[src/hdl/clock_control_map.vh]
// register offsets, field positions, reset values and codes for the clock source select and divide block
`ifndef CLOCK_CONTROL_MAP_VH
`define CLOCK_CONTROL_MAP_VH

// register byte offsets
`define RING_CTRL_OFFSET     8'h00
`define SYS_CTRL1_OFFSET     8'h04
`define SYS_CTRL2_OFFSET     8'h08
`define OSC_CTRL_OFFSET      8'h0c
`define CLK_STATUS_OFFSET    8'h10

// reset values, loaded by reset and by power-up clear
`define RING_CTRL_RESET      8'h60
`define SYS_CTRL1_RESET      8'h84
`define SYS_CTRL2_RESET      8'h00
`define OSC_CTRL_RESET       8'h00

// ring control fields
`define STEP_SELECT_MSB      7
`define STEP_SELECT_LSB      5
`define STEP_MIX_MSB         4
`define STEP_MIX_LSB         0

// system control 1 fields
`define SECOND_OSC_DIS_BIT   7
`define CRYSTAL_SPEED_BIT    6
`define AUX_DIV_MSB          5
`define AUX_DIV_LSB          4
`define RANGE_SEL_MSB        2
`define RANGE_SEL_LSB        0

// system control 2 fields
`define MASTER_SEL_MSB       7
`define MASTER_SEL_LSB       6
`define MASTER_DIV_MSB       5
`define MASTER_DIV_LSB       4
`define SUBMAIN_SEL_MSB      3
`define SUBMAIN_SEL_LSB      2
`define SUBMAIN_DIV_MSB      1
`define SUBMAIN_DIV_LSB      0

// oscillator control fields
`define EXT_RESISTOR_BIT     0
`define CRYSTAL_OSC_DIS_BIT  1
`define RING_OSC_DIS_BIT     2

// source select codes
`define SRC_RING0            2'h0
`define SRC_RING1            2'h1
`define SRC_SECOND           2'h2
`define SRC_FIRST            2'h3

// ring oscillator step limits and modulation frame
`define STEP_MAX             3'h7
`define MIX_FRAME_LAST       5'h1f

// bus responses
`define RESP_OKAY            2'h0
`define RESP_SLVERR          2'h2

`endif

[src/hdl/clock_source_select_divide.v]
// clock source selection, glitch-free switching, power-of-two division and ring oscillator control
// Behaviour
// - auxiliary clock is first crystal clock divided by 1, 2, 4 or 8
// - master clock selects first, second or ring clock, then divides by 1, 2, 4 or 8
// - sub-main clock selects first, second or ring clock, then divides by 1, 2, 4 or 8
// - without second oscillator, selecting second crystal delivers first crystal clock
// - power-up clear sources master and sub-main from ring, auxiliary low-frequency
// - crystal speed select 0 means low-frequency mode, 1 high-frequency mode
// - crystal disable stops first oscillator only if master and sub-main do not select first
// - second disable stops second oscillator only if master and sub-main unused
// - ring disable stops ring only if unused by sub-main and active master
// - power-up clear sets internal resistor, range 4 and step 3
// - external resistor select picks internal or external generator current resistor
// - three-bit range field picks one of eight ranges, zero lowest
// - three-bit step field splits range into eight steps, higher is faster
// - five-bit mix count alternates selected step with next higher step
// - at maximum step the mix count has no effect
// - mixing frame is 32 ring cycles, higher step for mix count cycles
// - source change finishes cycle, holds high until new rise, then follows
`timescale 1ns/1ps
`include "clock_control_map.vh"
module clock_source_select_divide #(
   parameter HAS_SECOND_OSC = 1
) (
   // clock and reset
   input  wire        ref_clk_in,
   input  wire        reset_n_in,
   // axi4-lite write address
   input  wire [7:0]  s_axi_awaddr_in,
   input  wire        s_axi_awvalid_in,
   output wire        s_axi_awready_out,
   // axi4-lite write data
   input  wire [31:0] s_axi_wdata_in,
   input  wire [3:0]  s_axi_wstrb_in,
   input  wire        s_axi_wvalid_in,
   output wire        s_axi_wready_out,
   // axi4-lite write response
   output reg  [1:0]  s_axi_bresp_out,
   output reg         s_axi_bvalid_out,
   input  wire        s_axi_bready_in,
   // axi4-lite read address
   input  wire [7:0]  s_axi_araddr_in,
   input  wire        s_axi_arvalid_in,
   output wire        s_axi_arready_out,
   // axi4-lite read data
   output reg  [31:0] s_axi_rdata_out,
   output reg  [1:0]  s_axi_rresp_out,
   output reg         s_axi_rvalid_out,
   input  wire        s_axi_rready_in,
   // oscillator clocks and system state
   input  wire        first_crystal_clock_in,
   input  wire        second_crystal_clock_in,
   input  wire        ring_osc_clock_in,
   input  wire        power_up_clear_in,
   input  wire        active_mode_in,
   // generated clocks
   output wire        aux_clock_out,
   output wire        master_clock_out,
   output wire        submain_clock_out,
   // oscillator controls
   output reg         first_osc_enable_out,
   output reg         crystal_speed_select_out,
   output reg         second_osc_enable_out,
   output reg         ring_osc_enable_out,
   output reg         ext_resistor_select_out,
   output reg  [2:0]  range_resistor_select_out,
   output reg  [2:0]  step_select_out
);
   localparam SW_RUN    = 2'h0;
   localparam SW_FINISH = 2'h1;
   localparam SW_HOLD   = 2'h2;
   reg  [7:0]  ring_ctrl_r;
   reg  [7:0]  sys_ctrl1_r;
   reg  [7:0]  sys_ctrl2_r;
   reg  [2:0]  osc_ctrl_r;
   reg  [7:0]  aw_addr_r;
   reg         aw_full_r;
   reg  [31:0] w_data_r;
   reg  [3:0]  w_strb_r;
   reg         w_full_r;
   reg  [3:0]  lvl_prev_r;
   reg  [4:0]  mix_frame_r;
   wire [3:0]  lvl;
   wire [3:0]  rise;
   wire [1:0]  sw_out;
   wire [3:0]  cur_sel;
   wire [2:0]  div_out;
   wire [2:0]  div_src;
   wire [5:0]  div_ratio;
   wire        second_eff;
   wire        wr_fire;
   wire [2:0]  step_sel;
   wire [4:0]  mix_cnt;
   wire        first_used;
   wire        second_used;
   wire        ring_used;
   reg  [31:0] rd_val;
   reg  [1:0]  rd_resp;
   // without the second oscillator its select code falls back to the first crystal
   assign second_eff = (HAS_SECOND_OSC != 0) ? second_crystal_clock_in : first_crystal_clock_in;
   assign lvl  = {first_crystal_clock_in, second_eff, ring_osc_clock_in, ring_osc_clock_in};
   assign rise = lvl & ~lvl_prev_r;
   always @(posedge ref_clk_in or negedge reset_n_in) begin
      if (!reset_n_in) begin
         lvl_prev_r <= 4'h0;
      end else begin
         lvl_prev_r <= lvl;
      end
   end
   assign s_axi_awready_out = !aw_full_r;
   assign s_axi_wready_out  = !w_full_r;
   assign s_axi_arready_out = !s_axi_rvalid_out;
   assign wr_fire = aw_full_r && w_full_r && !s_axi_bvalid_out;
   always @(posedge ref_clk_in or negedge reset_n_in) begin
      if (!reset_n_in) begin
         aw_addr_r        <= 8'h00;
         aw_full_r        <= 1'b0;
         w_data_r         <= 32'h00000000;
         w_strb_r         <= 4'h0;
         w_full_r         <= 1'b0;
         s_axi_bvalid_out <= 1'b0;
         s_axi_bresp_out  <= `RESP_OKAY;
         ring_ctrl_r      <= `RING_CTRL_RESET;
         sys_ctrl1_r      <= `SYS_CTRL1_RESET;
         sys_ctrl2_r      <= `SYS_CTRL2_RESET;
         osc_ctrl_r       <= 3'h0;
      end else begin
         if (s_axi_awvalid_in && !aw_full_r) begin
            aw_addr_r <= s_axi_awaddr_in;
            aw_full_r <= 1'b1;
         end
         if (s_axi_wvalid_in && !w_full_r) begin
            w_data_r <= s_axi_wdata_in;
            w_strb_r <= s_axi_wstrb_in;
            w_full_r <= 1'b1;
         end
         if (s_axi_bvalid_out && s_axi_bready_in) begin
            s_axi_bvalid_out <= 1'b0;
         end
         if (power_up_clear_in) begin
            ring_ctrl_r <= `RING_CTRL_RESET;
            sys_ctrl1_r <= `SYS_CTRL1_RESET;
            sys_ctrl2_r <= `SYS_CTRL2_RESET;
            osc_ctrl_r  <= 3'h0;
         end else if (wr_fire && w_strb_r[0]) begin
            if (aw_addr_r == `RING_CTRL_OFFSET) begin
               ring_ctrl_r <= w_data_r[7:0];
            end else if (aw_addr_r == `SYS_CTRL1_OFFSET) begin
               sys_ctrl1_r <= w_data_r[7:0];
            end else if (aw_addr_r == `SYS_CTRL2_OFFSET) begin
               sys_ctrl2_r <= w_data_r[7:0];
            end else if (aw_addr_r == `OSC_CTRL_OFFSET) begin
               osc_ctrl_r <= w_data_r[2:0];
            end
         end
         if (wr_fire) begin
            aw_full_r        <= 1'b0;
            w_full_r         <= 1'b0;
            s_axi_bvalid_out <= 1'b1;
            if (aw_addr_r == `RING_CTRL_OFFSET || aw_addr_r == `SYS_CTRL1_OFFSET ||
                aw_addr_r == `SYS_CTRL2_OFFSET || aw_addr_r == `OSC_CTRL_OFFSET ||
                aw_addr_r == `CLK_STATUS_OFFSET) begin
               s_axi_bresp_out <= `RESP_OKAY;
            end else begin
               s_axi_bresp_out <= `RESP_SLVERR;
            end
         end
      end
   end
   always @* begin
      rd_val  = 32'h00000000;
      rd_resp = `RESP_OKAY;
      if (s_axi_araddr_in == `RING_CTRL_OFFSET) begin
         rd_val[7:0] = ring_ctrl_r;
      end else if (s_axi_araddr_in == `SYS_CTRL1_OFFSET) begin
         rd_val[7:0] = sys_ctrl1_r;
      end else if (s_axi_araddr_in == `SYS_CTRL2_OFFSET) begin
         rd_val[7:0] = sys_ctrl2_r;
      end else if (s_axi_araddr_in == `OSC_CTRL_OFFSET) begin
         rd_val[2:0] = osc_ctrl_r;
      end else if (s_axi_araddr_in == `CLK_STATUS_OFFSET) begin
         rd_val[10:0] = {step_select_out, 1'b0, ring_osc_enable_out, second_osc_enable_out,
                         first_osc_enable_out, cur_sel};
      end else begin
         rd_resp = `RESP_SLVERR;
      end
   end
   always @(posedge ref_clk_in or negedge reset_n_in) begin
      if (!reset_n_in) begin
         s_axi_rvalid_out <= 1'b0;
         s_axi_rdata_out  <= 32'h00000000;
         s_axi_rresp_out  <= `RESP_OKAY;
      end else if (s_axi_arvalid_in && !s_axi_rvalid_out) begin
         s_axi_rvalid_out <= 1'b1;
         s_axi_rdata_out  <= rd_val;
         s_axi_rresp_out  <= rd_resp;
      end else if (s_axi_rvalid_out && s_axi_rready_in) begin
         s_axi_rvalid_out <= 1'b0;
      end
   end
   // source switches: master (0) and sub-main (1)
   genvar g;
   generate
      for (g = 0; g < 2; g = g + 1) begin : sw
         reg  [1:0] st_r;
         reg  [1:0] cur_r;
         reg  [1:0] tgt_r;
         reg        out_r;
         wire [1:0] req = (g == 0) ? sys_ctrl2_r[`MASTER_SEL_MSB:`MASTER_SEL_LSB]
                                   : sys_ctrl2_r[`SUBMAIN_SEL_MSB:`SUBMAIN_SEL_LSB];
         always @(posedge ref_clk_in or negedge reset_n_in) begin
            if (!reset_n_in) begin
               st_r  <= SW_RUN;
               cur_r <= `SRC_RING0;
               tgt_r <= `SRC_RING0;
               out_r <= 1'b0;
            end else begin
               case (st_r)
                  SW_RUN: begin
                     out_r <= lvl[cur_r];
                     if (req != cur_r) begin
                        st_r <= SW_FINISH;
                     end
                  end
                  // old source finishes its cycle; its next rise starts the hold-high phase
                  SW_FINISH: begin
                     out_r <= lvl[cur_r] | rise[cur_r];
                     if (rise[cur_r]) begin
                        tgt_r <= req;
                        st_r  <= SW_HOLD;
                     end
                  end
                  SW_HOLD: begin
                     out_r <= 1'b1;
                     if (rise[tgt_r]) begin
                        cur_r <= tgt_r;
                        st_r  <= SW_RUN;
                     end
                  end
                  default: st_r <= SW_RUN;
               endcase
            end
         end
         assign sw_out[g]            = out_r;
         assign cur_sel[2*g+1:2*g]   = cur_r;
      end
   endgenerate
   // dividers: aux (0), master (1), sub-main (2)
   assign div_src   = {sw_out[1], sw_out[0], first_crystal_clock_in};
   assign div_ratio = {sys_ctrl2_r[`SUBMAIN_DIV_MSB:`SUBMAIN_DIV_LSB],
                       sys_ctrl2_r[`MASTER_DIV_MSB:`MASTER_DIV_LSB],
                       sys_ctrl1_r[`AUX_DIV_MSB:`AUX_DIV_LSB]};
   generate
      for (g = 0; g < 3; g = g + 1) begin : dv
         reg        prev_r;
         reg  [2:0] cnt_r;
         reg  [1:0] ratio_r;
         reg        out_r;
         reg  [2:0] cnt_nxt;
         reg  [1:0] ratio_nxt;
         wire [2:0] lim = (3'h1 << ratio_r) - 3'h1;
         wire       src_rise = div_src[g] & ~prev_r;
         always @* begin
            cnt_nxt   = cnt_r;
            ratio_nxt = ratio_r;
            if (src_rise) begin
               if (cnt_r == lim) begin
                  cnt_nxt   = 3'h0;
                  // a new ratio only takes over at a period boundary
                  ratio_nxt = div_ratio[2*g+1:2*g];
               end else begin
                  cnt_nxt = cnt_r + 3'h1;
               end
            end
         end
         always @(posedge ref_clk_in or negedge reset_n_in) begin
            if (!reset_n_in) begin
               prev_r  <= 1'b0;
               cnt_r   <= 3'h0;
               ratio_r <= 2'h0;
               out_r   <= 1'b0;
            end else begin
               prev_r  <= div_src[g];
               cnt_r   <= cnt_nxt;
               ratio_r <= ratio_nxt;
               if (ratio_nxt == 2'h0) begin
                  out_r <= div_src[g];
               end else begin
                  out_r <= (cnt_nxt < (3'h1 << (ratio_nxt - 2'h1)));
               end
            end
         end
         assign div_out[g] = out_r;
      end
   endgenerate
   assign aux_clock_out     = div_out[0];
   assign master_clock_out  = div_out[1];
   assign submain_clock_out = div_out[2];
   // a crystal counts as used while either switch runs on its select code or is moving to it; the ring counts for the master only in active mode
   assign first_used  = (cur_sel[1:0] == `SRC_FIRST) || (sw[0].tgt_r == `SRC_FIRST) ||
                        (cur_sel[3:2] == `SRC_FIRST) || (sw[1].tgt_r == `SRC_FIRST);
   assign second_used = (cur_sel[1:0] == `SRC_SECOND) || (sw[0].tgt_r == `SRC_SECOND) ||
                        (cur_sel[3:2] == `SRC_SECOND) || (sw[1].tgt_r == `SRC_SECOND);
   assign ring_used   = (!cur_sel[3] || !sw[1].tgt_r[1]) ||
                        (active_mode_in && (!cur_sel[1] || !sw[0].tgt_r[1]));
   assign step_sel    = ring_ctrl_r[`STEP_SELECT_MSB:`STEP_SELECT_LSB];
   assign mix_cnt     = ring_ctrl_r[`STEP_MIX_MSB:`STEP_MIX_LSB];
   always @(posedge ref_clk_in or negedge reset_n_in) begin
      if (!reset_n_in) begin
         first_osc_enable_out      <= 1'b1;
         crystal_speed_select_out  <= 1'b0;
         second_osc_enable_out     <= 1'b0;
         ring_osc_enable_out       <= 1'b1;
         ext_resistor_select_out   <= 1'b0;
         range_resistor_select_out <= 3'h4;
         step_select_out           <= 3'h3;
         mix_frame_r               <= 5'h00;
      end else begin
         first_osc_enable_out      <= !osc_ctrl_r[`CRYSTAL_OSC_DIS_BIT] || first_used;
         crystal_speed_select_out  <= sys_ctrl1_r[`CRYSTAL_SPEED_BIT];
         second_osc_enable_out     <= (HAS_SECOND_OSC != 0) &&
                                      (!sys_ctrl1_r[`SECOND_OSC_DIS_BIT] || second_used);
         ring_osc_enable_out       <= !osc_ctrl_r[`RING_OSC_DIS_BIT] || ring_used;
         ext_resistor_select_out   <= osc_ctrl_r[`EXT_RESISTOR_BIT];
         range_resistor_select_out <= sys_ctrl1_r[`RANGE_SEL_MSB:`RANGE_SEL_LSB];
         // frame counts ring cycles; the higher step fills its first mix-count slots
         if (rise[0]) begin
            mix_frame_r <= (mix_frame_r == `MIX_FRAME_LAST) ? 5'h00 : mix_frame_r + 5'h01;
         end
         if ((mix_cnt != 5'h00) && (step_sel != `STEP_MAX) && (mix_frame_r < mix_cnt)) begin
            step_select_out <= step_sel + 3'h1;
         end else begin
            step_select_out <= step_sel;
         end
      end
   end
endmodule // clock_source_select_divide

[config.mk]
export PLATFORM = sky130hd
export DESIGN_NAME = clock_source_select_divide
export DESIGN_NICKNAME = d
export VERILOG_FILES = /design/src/hdl/clock_source_select_divide.v
export VERILOG_INCLUDE_DIRS = /design/src /design/src/hdl
export SDC_FILE = /design/constraint.sdc
export NUM_CORES = 1
export LEC_CHECK = 0
export BUFFER_PORTS_ARGS = -buffer_cell sky130_fd_sc_hd__buf_2
export CELL_PAD_IN_SITES_DETAIL_PLACEMENT = 0
export CELL_PAD_IN_SITES_GLOBAL_PLACEMENT = 2
export CORE_MARGIN = 2
export CORE_UTILIZATION = 35
export DETAILED_ROUTE_END_ITERATION = 8
export PLACE_DENSITY = 0.78
export SLEW_MARGIN = 20
export SYNTH_ARGS = -nofsm -noshare
export SYNTH_HDL_FRONTEND = slang
export SYNTH_SLANG_ARGS = --single-unit
[constraint.sdc]
create_clock -name ref_clk_in -period 3.45 [get_ports ref_clk_in]
set_input_delay 0.1725 -clock ref_clk_in [delete_from_list [all_inputs] [get_ports ref_clk_in]]
set_output_delay 0.1725 -clock ref_clk_in [all_outputs]
set_load 0.03 [all_outputs]
Word level (Yosys, flattened, before mapping) --
Cells that the tools add are included.
Cells by class: mux-type cells 80, shift-type cells 6, equal/unequal tests 36, add/subtract/negate cells 11, bitwise operators 10, magnitude comparators 8, reduce and logical (&&, ||, !) cells 67
Operator list (count):
- $mux W8 | 16
- $mux W3 | 17
- $mux W2 | 18
- $eq A8 B4 Y1 const B | 4
- $eq A2 B2 Y1 const B | 10
- $ne A2 B2 Y1 const B | 9
- $reduce_bool A2 Y1 | 9
- $shl A1 B2 Y3 const A | 6
- $mux W1 | 17
- $eq A8 B3 Y1 const B | 2
- $eq A8 B5 Y1 const B | 2
- $logic_not A8 Y1 | 2
- $logic_or A1 B1 Y1 | 16
- $add A3 B1 Y3 const B | 4
- $bmux W1 S2 | 6
- $lt A2 B3 Y1 const B | 4
- $pmux W2 S3 | 2
- $logic_and A1 B1 Y1 | 11
- $logic_not A1 Y1 | 11
- $mux W11 | 1
- $logic_not A2 Y1 | 5
- $reduce_and A2 Y1 | 5
- $eq A3 B3 Y1 | 3
- $lt A3 B3 Y1 | 3
- 20 further kinds | 35
Word-level totals: output and inout port bits 55, logic and storage cells 261, bits of input ports 64, register bits after elaboration 118

Depth between registers and ports, before layout --
Gate-level depths: netlist of the first run.
depth in word-level cells 9, gate-level depth with buffers 12, mapped depth without buffers 11

Least setup slack after synthesis of the first run --
No wires, ideal clock.
path type reg-to-reg, start point register dv[0].ratio_r[1], end point register dv[0].out_r (netlist: aux_clock_out), library setup time 0.128 ns, path slack 0.615 ns, cell stages (with the launch flop) 13, buffers on the path 1, data arrival time 2.707 ns, period minus slack after synthesis 2.835 ns, required time 3.322 ns, cells stage by stage dfrtp_1 buf_6 or4b_1 and4_4 nor3_4 o2bb2ai_1 nand2_1 ha_1 nand2_1 o41a_1 o31ai_1 a41oi_1 mux2_1
On the way: longest elaborated chain between the ends 9, elaborated cells between the ends (all ways) 12, those cells by class add/sub: 2; order compare: 1; eq/ne: 1; shift: 2; mux: 5; reduce/logical: 1
RTL lines:
- start, declared | RTL line clock_source_select_divide.v:257 | reg [1:0] ratio_r;
- start signal, assigned | RTL line clock_source_select_divide.v:285 | ratio_r <= ratio_nxt;
- $shl A1 B2 Y3 | RTL line clock_source_select_divide.v:261 | wire [2:0] lim = (3'h1 << ratio_r) - 3'h1;
- $sub A3 B1 Y3 | RTL line clock_source_select_divide.v:261
- $eq A3 B3 Y1 | RTL line clock_source_select_divide.v:267 | if (cnt_r == lim) begin
- $mux W2 | RTL line clock_source_select_divide.v:267
- $mux W2 (*) | RTL line clock_source_select_divide.v:266 | if (src_rise) begin
- via dv[0].ratio_nxt[1] | RTL line clock_source_select_divide.v:260 | reg [1:0] ratio_nxt;
- $sub A2 B1 Y2 | RTL line clock_source_select_divide.v:289 | out_r <= (cnt_nxt < (3'h1 << (ratio_nxt - 2'h1)));
- $shl A1 B2 Y3 | RTL line clock_source_select_divide.v:289
- $lt A3 B3 Y1 | RTL line clock_source_select_divide.v:289
- $mux W1 (*) | RTL line clock_source_select_divide.v:286 | if (ratio_nxt == 2'h0) begin
- end signal, assigned | RTL line clock_source_select_divide.v:287 | out_r <= div_src[g];
- end signal, assigned | RTL line clock_source_select_divide.v:289
- end, declared | RTL line clock_source_select_divide.v:258 | reg out_r;
Mark *: on every way through the listed nets, which the timed path passes. The rest lies on a longest branch. A chain may end at the register's enable or synchronous reset.

Worst setup path after layout of the first run --
Ends and elaborated chain as after synthesis.

==> out/results.ini, run 1 <==
[outcome]
status=completed

[critical_path]
r2r_setup_slack_ns=0.35
crit_type=flip-flop to flip-flop
cp.arrival_ns=3.39
slowest_delay_ns=0.57
worstPathMaxFanout=9
cp-start-kind=flip-flop
path_cells=or4b_1, and4_4, nor3_4, o2bb2ai_1, nand2_1, ha_1, nand2_1, o41a_1, o31ai_1, a41oi_1, mux2_1
cpLargestDelayFamily=simple AND/OR/NAND/NOR gates
cp-end-kind=flip-flop
crit_buf_inv=0
slowest_stage=or4b_1
cpMostUsedCell=nand2_1
setup.worst_path.start=dv[0].ratio_r[1]
r2r_cells=11
required_ns=3.74
cp.depth=11
rr_startpoint=dv[0].ratio_r[1]
worstReg2RegEnd=aux_clock_out
setup.worst_path.end=aux_clock_out

[route]
num_vias=4678
dr.pass1.iters=4
dr.first_iter.drc_count=253
drc=0
avgRoutedWirePerCell_um=15.63
routed_wl_mm=14.41
antenna_violating_nets_post_route=0
viasPerCell=5.074

[global_route]
overflow=0
antenna_found_initial=0
grt_max_degree=68
grt_pass1_wl_mm=23.50
track_usage_pct=16.43
grt_pass1_vias=4504

[clocking]
clock-sinks=114
clk_path_buf_depth=2
cts_tree=yes
cts_root_buffer=clkbuf_16
cts_buffers=17
clkTransAtPathRegs_ns=0.05
insertion_delay_ns=0.42
cts_max_level=4

[power]
p_leak_nw=3.459
ir_worst_vdd_v=0.0003465
finalPower_w=0.005379
powerDensity_nw_per_um2=727.7

[floorplan]
core_um2=17180
die_area_um2=18520
io_pins=119
initial_core_util_pct=35.55
dieHeight_um=136.1
die_w_um=136.1
rows=48

[synth]
ys_seq_area_share_pct=46.91
synth_cell_types=70
yosysTopAreaCellShare_pct=43.03
synth_cells=598
yosys_warnings=0
synth_seq_cells=114
synth-edff-count=0
synth_ff_type=dfrtp_1
yosysTopAreaCell=dfrtp_1
avgSynthCellArea_um2=10.21
synth_area_um2=6106
yosys-top-cells-area=dfrtp_1 (43%), ha_1 (5.3%), mux2i_1 (4.9%), mux2_2 (4.8%), dfstp_2 (3.9%)
async_reset_ff_share_pct=100.0

[job]
maxCapViolations=0

[min_path]
hold_class=input port to flip-flop
holdPathStages=2

[timing]
tns_ns=0
rsz0062_at_grt=no
drv_slew=0
relSlewSlack_pct=40.00
worst_slew_pin_slew_ns=0.8982
skew_ns=0.006790
timing.final.crit_share_pct=89.73
fmax_mhz=323.0
setup_viol=0
setup_ws_ns=0.3543
hold_viol_final=0
fin_crit_ns=3.096

[placement]
place_area_um2=6561
place_congestion=0.8091
post-place-ws_ns=0.3745
portBuffers=68
dp_hpwl_mm=10.66

[finish]
fillers=1733
drive_above_1_share_pct=21.38
antennaDiodeCount=0
final_cell_area_um2=7392
area_growth_pct=21.07
postLayoutCoreUtil_pct=43.04
final_nets=774

worst min-delay path by stage:
| stage | from | end | slack, ns |
|---|---|---|---|
| 2_1_floorplan | reset_n_in | aux_clock_out | -0.12 |
| 3_3_place_gp | reset_n_in | s_axi_rvalid_out | 0.24 |
| 3_5_place_dp | reset_n_in | s_axi_rvalid_out | 0.25 |
| 4_1_cts | s_axi_wdata_in[3] | w_data_r[3] | 0.003 |
| 5_1_grt | s_axi_wdata_in[3] | w_data_r[3] | 0.01 |
| 6_report | s_axi_wdata_in[3] | w_data_r[3] | 0.01 |
flip-flops by register name, indices dropped and copies added (netlist names), 4 cells and up:
signal / count
w_data_r: 8
sw.st_r: 4
ring_ctrl_r: 8
sys_ctrl1_r: 8
sw.tgt_r: 4
aw_addr_r: 8
sw.cur_r: 4
sys_ctrl2_r: 8
dv.ratio_r: 6
dv.cnt_r: 9
mix_frame_r: 5
s_axi_rdata_out: 11
per-stage QoR:
stage / instances / hold WS [ns]
2_1_floorplan: 620 / -0.1231
3_3_place_gp: 866 / 0.2419
3_5_place_dp: 866 / 0.2546
4_1_cts: 922 / 0.002731
5_1_grt: 922 / 0.01336
6_report: 922 / 0.01400
synth_stat cells, drive strengths merged, types with 4 or more instances:
| library cell | count |
|---|---|
| buf | 29 |
| a211oi | 7 |
| nor3 | 8 |
| o21a | 4 |
| xnor2 | 5 |
| nor2 | 43 |
| a2bb2oi | 4 |
| a21boi | 4 |
| a31oi | 7 |
| o31ai | 8 |
| a21oi | 17 |
| nand3b | 9 |
| nand3 | 10 |
| o21ai | 36 |
| a211o | 4 |
| and3 | 8 |
| mux2i | 30 |
| clkbuf | 21 |
| dfstp | 9 |
| nor2b | 8 |
| nand4 | 5 |
| nor4 | 6 |
| nand2 | 58 |
| a21o | 5 |
| o2bb2ai | 4 |
| ha | 26 |
| mux2 | 27 |
| inv | 28 |
| o211ai | 7 |
| dfrtp | 105 |
| nand2b | 11 |
layout make-up:
class | instances | area (µm²) | area share, %
inverters | 28 | 105.1 | 1.422
repair buffers | 95 | 618.1 | 8.362
well taps | 225 | 281.5 | 3.808
clock buffers | 21 | 460.4 | 6.229
flip-flops and latches | 114 | 2864 | 38.74
clock inverters | 11 | 130.1 | 1.760
multi-input cells | 428 | 2933 | 39.67
worst register-to-register path, cell delays in order (launching register included):
cell	delay, ns
dfrtp_1	0.47
or4b_1	0.57
and4_4	0.22
nor3_4	0.23
o2bb2ai_1	0.19
nand2_1	0.09
ha_1	0.32
nand2_1	0.09
o41a_1	0.33
o31ai_1	0.07
a41oi_1	0.07
mux2_1	0.32
where the power goes:
part	switching (W)	total [W]	internal, W
clock	0.000639	0.00174	0.00110
combinational	0.000896	0.00162	0.000729
sequential	0.000373	0.00201	0.00164
per-layer routing:
metal / GRT usage [%] / vias to the layer above / part of all wire, %
met3: 4.064 / 20 / 4.1
met4: 5.903 / 0 / 1.6
li1: - / 2290 / -
met5: 0 / - / 0
met1: 21.39 / 2278 / 47
met2: 26.55 / 90 / 47
layout by cell type, fill, tap and decap left out, drive strengths merged, types with 7 or more instances in the layout:
cell type	n
clkbuf	21
o211ai	7
nand3b	9
nand3	10
dfstp	9
inv	29
nor2b	8
mux2	27
a21oi	17
nor3	8
o21ai	36
a31oi	7
mux2i	30
nor2	43
conb	23
dfrtp	105
dlygate4sd3	24
o31ai	8
ha	26
nand2b	11
a211oi	7
buf	71
nand2	58
and3	8
repair_timing:
item,4_1_cts,5_1_grt
resized for setup,0,0
setup buffers,0,0
hold buffers,24,0
endpoints found under the hold margin,68,0
cell families (layout without fill, tap and decap cells):
logic type / count (synthesis) / count (layout) / synth area share (%)
buf+inv: 78 / 155 / 6.414
mux: 57 / 57 / 9.898
simple gates: 183 / 183 / 15.59
flops: 114 / 114 / 46.91
xor+xnor: 8 / 8 / 1.148
other cells: 1 / 23 / 0.06142
fa+ha+maj: 26 / 26 / 5.328
compound gates: 131 / 131 / 14.65
Note: power is estimated with default switching activity, not from simulation.
==> run 2: changes to the inputs <==
--- a/config.mk
+++ b/config.mk
@@ -6,13 +6,13 @@
 export SDC_FILE = /design/constraint.sdc
 export NUM_CORES = 1
 export LEC_CHECK = 0
-export BUFFER_PORTS_ARGS = -buffer_cell sky130_fd_sc_hd__buf_2
+export BUFFER_PORTS_ARGS = -buffer_cell sky130_fd_sc_hd__buf_4
 export CELL_PAD_IN_SITES_DETAIL_PLACEMENT = 0
 export CELL_PAD_IN_SITES_GLOBAL_PLACEMENT = 2
 export CORE_MARGIN = 2
-export CORE_UTILIZATION = 35
+export CORE_UTILIZATION = 38
 export DETAILED_ROUTE_END_ITERATION = 8
-export PLACE_DENSITY = 0.78
+export PLACE_DENSITY = 0.84
 export SLEW_MARGIN = 20
 export SYNTH_ARGS = -nofsm -noshare
 export SYNTH_HDL_FRONTEND = slang
==> constraint.sdc (replaced) <==
create_clock -name ref_clk_in -period 3.6 [get_ports ref_clk_in]
set_input_delay 0.18 -clock ref_clk_in [delete_from_list [all_inputs] [get_ports ref_clk_in]]
set_output_delay 0.18 -clock ref_clk_in [all_outputs]
set_load 0.03 [all_outputs]
==> run 2 against run 1 <==
Compared with the run above: first-iteration DRC count did not move; cell area rose by 2.1%; final cell count fell by 0.98%; hold slack improved by 0.0034 ns; clock skew barely moved; combinational power barely moved; die area fell by 7.7%; clock power fell by 3%; utilization rose by 4.8 points; critical path type unchanged; largest cell class unchanged.
==> out/results.ini, run 2 (synthesis results as in run 1) <==
[timing]
fmax_mhz=324.2  ; +0.35%
worst_slew_pin_slew_ns=0.8944  ; -0.003797 ns
fin_crit_ns=3.085  ; -0.01072 ns
holdWs_ns=0.01739  ; +0.003385 ns
setup_viol=0  ; unchanged
setup_ws_ns=0.5150  ; +0.1607 ns
rsz0062_at_grt=no
timing.final.crit_share_pct=85.69  ; -4.0 points
hold_viol_final=0  ; unchanged
drv_slew=0  ; unchanged
relSlewSlack_pct=40.37  ; +0.38 points
tns_ns=0  ; unchanged
skew_ns=0.006773  ; -0.00001741 ns

[placement]
post-place-ws_ns=0.5301  ; +0.1556 ns
place_congestion=0.7915  ; -2.2%
portBuffers=68  ; unchanged
dp_hpwl_mm=10.44  ; -2.1%
dp_cells=857  ; -1.0%

[min_path]
hold_class=input port to flip-flop
hp-start=s_axi_wdata_in[1]

[finish]
final_cell_mix=dfrtp_1 (105), buf_4 (70), nand2_1 (57)
top_register=s_axi_rdata_out
largest_register_ffs=11  ; unchanged
layoutNonFillerInstCount=913  ; -0.98%
largest_registers=s_axi_rdata_out (11), dv.cnt_r (9)
antennaDiodeCount=0  ; unchanged
area_growth_pct=23.59
final_common_cell=dfrtp_1
final_nets=774  ; unchanged
drive_above_1_share_pct=21.23  ; -0.14 points

[clocking]
insertion_delay_ns=0.42  ; about the same
post_cts_buffers=0  ; unchanged
cts_buffers=17  ; unchanged
clk_path_buf_depth=2  ; unchanged
clkTransAtPathRegs_ns=0.05  ; about the same
cts_root_buffer=clkbuf_16
cts_max_level=4  ; unchanged
cts_tree=yes
clock-sinks=114  ; unchanged

[power]
ir_worst_vdd_v=0.0003540  ; +2.2%
p_leak_nw=3.511  ; +1.5%
finalPower_w=0.005215  ; -3.1%
powerDensity_nw_per_um2=691.1  ; -5.0%

[floorplan]
die_area_um2=17100  ; -7.7%
rows=46  ; -4.2%
core_um2=15770  ; -8.2%
initial_core_util_pct=38.72  ; +3.2 points
die_w_um=130.8  ; -3.9%
io_pins=119  ; unchanged
dieHeight_um=130.8  ; -3.9%

[route]
routed_wl_mm=14.45  ; +0.26%
viasPerCell=5.184  ; +2.2%
drc=0  ; unchanged
avgRoutedWirePerCell_um=15.83  ; +1.3%
num_vias=4733  ; +1.2%
dr.pass1.iters=4  ; unchanged
dr.first_iter.drc_count=253  ; unchanged
antenna_violating_nets_post_route=0  ; unchanged

[critical_path]
setup.worst_path.start=dv[0].ratio_r[1]
required_ns=3.89  ; +0.15 ns
cp.arrival_ns=3.38  ; about the same
worstPathMaxFanout=9  ; unchanged
rr_startpoint=dv[0].ratio_r[1]
cp-end-kind=flip-flop
cp-start-kind=flip-flop
crit_type=flip-flop to flip-flop

[global_route]
grt_pass1_wl_mm=23.35  ; -0.65%
grt_pass1_vias=4564  ; +1.3%
overflow=0  ; unchanged
track_usage_pct=17.78  ; +1.4 points
antenna_found_initial=0  ; unchanged
grt_max_degree=67  ; -1.5%

[outcome]
status=completed

[job]
maxCapViolations=0  ; unchanged

run 2: timing repair:
item | 4_1_cts | 5_1_grt
resized for setup | 0 | 0
endpoints found under the hold margin | 85 | 0
hold buffers | 24 | 0
run 2: layout make-up:
class | instances | area [µm²]
Clock inverter | 11 | 137.6
Timing Repair Buffer | 95 | 785.8
Tap cell | 216 | 270.3
Multi-Input combinational cell | 428 | 2933
Inverter | 28 | 105.1
Sequential cell | 114 | 2864
Fill cell | 1520 | 8224
Clock buffer | 21 | 450.4
run 2: final timing paths:
path,end,slack (ns),cells past startpoint
max reg2reg,aux_clock_out,0.52,11
min,w_data_r[1],0.02,2
min in group asynchronous,s_axi_rvalid_out,0.42,2
max,aux_clock_out,0.52,11
min reg2reg,range_resistor_select_out[2],0.38,0
max in group asynchronous,ring_ctrl_r[6],2.34,3
run 2: power by group:
group          switching, W  internal [W]  leakage (nW)  total (W)
sequential         0.000360       0.00157          1.46    0.00193
clock              0.000582       0.00110         0.283    0.00168
combinational      0.000868      0.000736          1.77    0.00160
run 2: through the flow:
stage	utilization, %	cell area (µm²)
floorplan	-	6188
global placement	42.60	6718
detailed placement	42.60	6718
CTS	47.85	7546
global route	47.85	7546
finish	47.85	7546
run 2: layer usage:
layer	wire length, µm	vias up	global-route usage (%)	part of all wire (%)
met4	240	0	6.446	1.7
li1	-	2293	-	-
met3	639	18	4.194	4.4
met5	0	-	0	0
met2	7024	95	28.77	49
met1	6547	2327	23.44	45
run 2: critical path, cell delays in order (launching register included):
cell       delay (ns)
dfrtp_1          0.47
or4b_1           0.54
and4_4           0.22
nor3_4           0.26
o2bb2ai_1        0.21
nand2_1          0.09
ha_1             0.32
nand2_1          0.08
o41a_1           0.31
o31ai_1          0.08
a41oi_1          0.06
mux2_1           0.31
==> run 3: changes to the inputs <==
--- a/config.mk
+++ b/config.mk
@@ -6,11 +6,12 @@
 export SDC_FILE = /design/constraint.sdc
 export NUM_CORES = 1
 export LEC_CHECK = 0
+export ABC_AREA = 1
 export BUFFER_PORTS_ARGS = -buffer_cell sky130_fd_sc_hd__buf_4
 export CELL_PAD_IN_SITES_DETAIL_PLACEMENT = 0
 export CELL_PAD_IN_SITES_GLOBAL_PLACEMENT = 2
 export CORE_MARGIN = 2
-export CORE_UTILIZATION = 38
+export CORE_UTILIZATION = 36
 export DETAILED_ROUTE_END_ITERATION = 8
 export PLACE_DENSITY = 0.84
 export SLEW_MARGIN = 20
==> run 3 against run 2 <==
Compared with the run above: clock skew rose by 0.00063 ns; via count rose by 4.6%; sequential share of layout area fell by 0.29 points; first-iteration DRC count fell by 25%; sequential power rose by 12%; register-to-register slack improved by 1.0 ns; synthesized cell count rose by 20%; critical path type is now input port to flip-flop; largest power group is now combinational logic; non-clock buffer count fell by 3; maximum frequency rose by 47%; cell area rose by 0.78%; utilization fell by 2.3 points; clock power fell by 6%.
==> out/results.ini, run 3 <==
[synth]
synth-edff-count=0  ; unchanged
avgSynthCellArea_um2=8.629  ; -15%
yosys_warnings=0  ; unchanged
yosysTopAreaCellShare_pct=42.47  ; -0.57 points
async_reset_ff_share_pct=100.0  ; unchanged
synth_ff_type=dfrtp_1
synth_most_common_cell=nand2_1
synth_cells=717  ; +20%
yosys-top-cells-area=dfrtp_1 (42%), nand2_1 (11%), inv_1 (5.8%), ha_1 (5.3%), dfstp_2 (3.8%)
ys_seq_area_share_pct=46.29  ; -0.62 points
yosysTopAreaCell=dfrtp_1
synth_cell_types=46  ; -34%
synthTopCellsByCount=nand2_1 (189), dfrtp_1 (105), inv_1 (95), nor2_1 (37), o21ai_0 (37)
synth_area_um2=6187  ; +1.3%
synth_seq_cells=114  ; unchanged

[outcome]
status=completed

[critical_path]
worstPathMaxFanout=14  ; +5
required_ns=3.95  ; +0.06 ns
cp.depth=14  ; +3
slowest_stage=dlygate4sd3_1
cpMostUsedCell=nand2_1
cp-start-kind=input port
r2r_cells=11  ; unchanged
rr_startpoint=dv[0].prev_r
crit_buf_inv=4  ; +4
cp.arrival_ns=2.45  ; -0.93 ns
slowest_delay_ns=0.53  ; about the same
r2r_setup_slack_ns=1.56  ; +1.04 ns
path_cells=dlygate4sd3_1, buf_4, inv_2, nor2_4, nand4_2, nand2_1, nand2_2, inv_1, nand2_1, ha_1, a21oi_1, a21boi_1, nand2_1, nand2_1
cpLargestDelayFamily=simple AND/OR/NAND/NOR gates
setup.worst_path.start=first_crystal_clock_in
crit_type=input port to flip-flop
setup.worst_path.end=aux_clock_out
worstReg2RegEnd=aux_clock_out
cp-end-kind=flip-flop

[finish]
antennaDiodeCount=0  ; unchanged
final_nets=908  ; +17%
fillers=1650  ; +8.6%
drive_above_1_share_pct=22.62  ; +1.4 points
postLayoutCoreUtil_pct=45.53  ; -2.3 points
final_common_cell=nand2_1
largest_register_ffs=11  ; unchanged
largest_registers=s_axi_rdata_out (11), dv.cnt_r (9)
area_growth_pct=22.91
top_register=s_axi_rdata_out
final_cell_mix=nand2_1 (189), dfrtp_1 (105), inv_1 (95)
final_cell_area_um2=7605  ; +0.78%

[job]
maxCapViolations=0  ; unchanged

[route]
avgRoutedWirePerCell_um=13.79  ; -13%
drc=0  ; unchanged
num_vias=4951  ; +4.6%
dr.first_iter.drc_count=189  ; -25%
viasPerCell=4.711  ; -9.1%
routed_wl_mm=14.50  ; +0.31%
antenna_violating_nets_post_route=0  ; unchanged
dr.pass1.iters=4  ; unchanged

[global_route]
grt_max_degree=58  ; -13%
overflow=0  ; unchanged
antenna_found_initial=0  ; unchanged
grt_pass1_wl_mm=24.18  ; +3.5%
grt_pass1_vias=4855  ; +6.4%
track_usage_pct=16.93  ; -0.85 points

[clocking]
clock-sinks=114  ; unchanged
post_cts_buffers=0  ; unchanged
clk_path_buf_depth=2  ; unchanged
cts_max_level=4  ; unchanged
cts_hold_buf=22  ; -8.3%
insertion_delay_ns=0.42  ; about the same
clkTransAtPathRegs_ns=0.06  ; about the same
cts_tree=yes
cts_buffers=17  ; unchanged
cts_resized=0  ; unchanged
cts_root_buffer=clkbuf_16

[timing]
hold_viol_final=0  ; unchanged
timing.final.crit_share_pct=58.30  ; -27 points
skew_ns=0.007404  ; +0.0006316 ns
fin_crit_ns=2.099  ; -0.9861 ns
worst_slew_pin_slew_ns=0.7184  ; -0.1761 ns
relSlewSlack_pct=52.11  ; +12 points
setup_viol=0  ; unchanged
tns_ns=0  ; unchanged
fmax_mhz=476.5  ; +47%
setup_ws_ns=1.501  ; +0.9861 ns
drv_slew=0  ; unchanged
rsz0062_at_grt=no

[placement]
portBuffers=68  ; unchanged
post-place-ws_ns=1.561  ; +1.031 ns
dp_hpwl_mm=11.18  ; +7.1%
place_area_um2=6823  ; +1.6%
place_congestion=0.8219  ; +3.8%

[floorplan]
rows=47  ; +2.2%
core_um2=16700  ; +5.9%
die_w_um=135.1  ; +3.3%
initial_core_util_pct=37.05  ; -1.7 points
die_area_um2=18250  ; +6.7%
dieHeight_um=135.1  ; +3.3%
io_pins=119  ; unchanged

[power]
p_leak_nw=3.781  ; +7.7%
powerDensity_nw_per_um2=800.3  ; +16%
ir_worst_vdd_v=0.0003667  ; +3.6%
finalPower_w=0.006086  ; +17%

[min_path]
hold_class=input port to flip-flop

run 3: changes by cell type in the layout (fill, tap and decap cells not counted), sizes merged, moves of 11 or more:
cell    delta
inv       +79
mux2      -12
mux2i     -30
o21ai     +28
nand3     +30
nand2b    -11
nand2    +143
run 3: final cells by class:
type / instances / area, µm² / share of cell area (%)
clock buffer: 18 / 429.2 / 5.643
sequential: 114 / 2864 / 37.66
inverter: 105 / 396.6 / 5.216
timing repair buffer: 92 / 745.7 / 9.806
multi-input combinational: 488 / 2761 / 36.31
tap: 220 / 275.3 / 3.620
clock inverter: 14 / 132.6 / 1.744
run 3: cell families (layout without fill, tap and decap cells):
family	Yosys count	count (layout)	share of synthesized area (%)
buffers and inverters	137	229	10.41
AO/OA/AOI/OAI	116	116	12.42
flip-flops	114	114	46.29
XOR/XNOR	5	5	0.7078
adder cells (fa/ha/maj)	26	26	5.258
AND/OR/NAND/NOR	303	303	22.12
other	1	23	0.06061
multiplexers	15	15	2.730
run 3: power by group:
part | switching, W | total [W] | internal, W
clock | 0.000627 | 0.00158 | 0.000955
sequential | 0.000405 | 0.00216 | 0.00176
combinational | 0.00145 | 0.00234 | 0.000892
run 3: how the worst min path moves through the flow:
stage | to | startpoint | cells after the start | slack (ns)
2_1_floorplan | aux_clock_out | reset_n_in | 0 | -0.12
3_3_place_gp | mix_frame_r[1] | reset_n_in | 1 | 0.28
3_5_place_dp | mix_frame_r[1] | reset_n_in | 1 | 0.29
4_1_cts | w_strb_r[0] | s_axi_wstrb_in[0] | 3 | 0.02
5_1_grt | w_strb_r[0] | s_axi_wstrb_in[0] | 3 | 0.03
6_report | w_strb_r[0] | s_axi_wstrb_in[0] | 3 | 0.03
run 3: worst min-delay path, delay by kind of cell:
family	cells	cell delay (ns)
AOI/OAI and AO/OA	1	0.11
buffers and inverters	1	0.08
and+or+nand+nor	1	0.03
run 3: per-layer routing:
metal  GRT usage [%]  share of wire, %
met2           26.31                46
met1           22.98                48
met3           3.641               3.6
met5               0                 0
met4           7.060               1.8
run 3: metrics by stage:
stage          cells  hold slack (ns)
2_1_floorplan    739          -0.1156
3_3_place_gp     997           0.2815
3_5_place_dp     997           0.2919
4_1_cts         1051          0.01690
5_1_grt         1051          0.03046
6_report        1051          0.03120
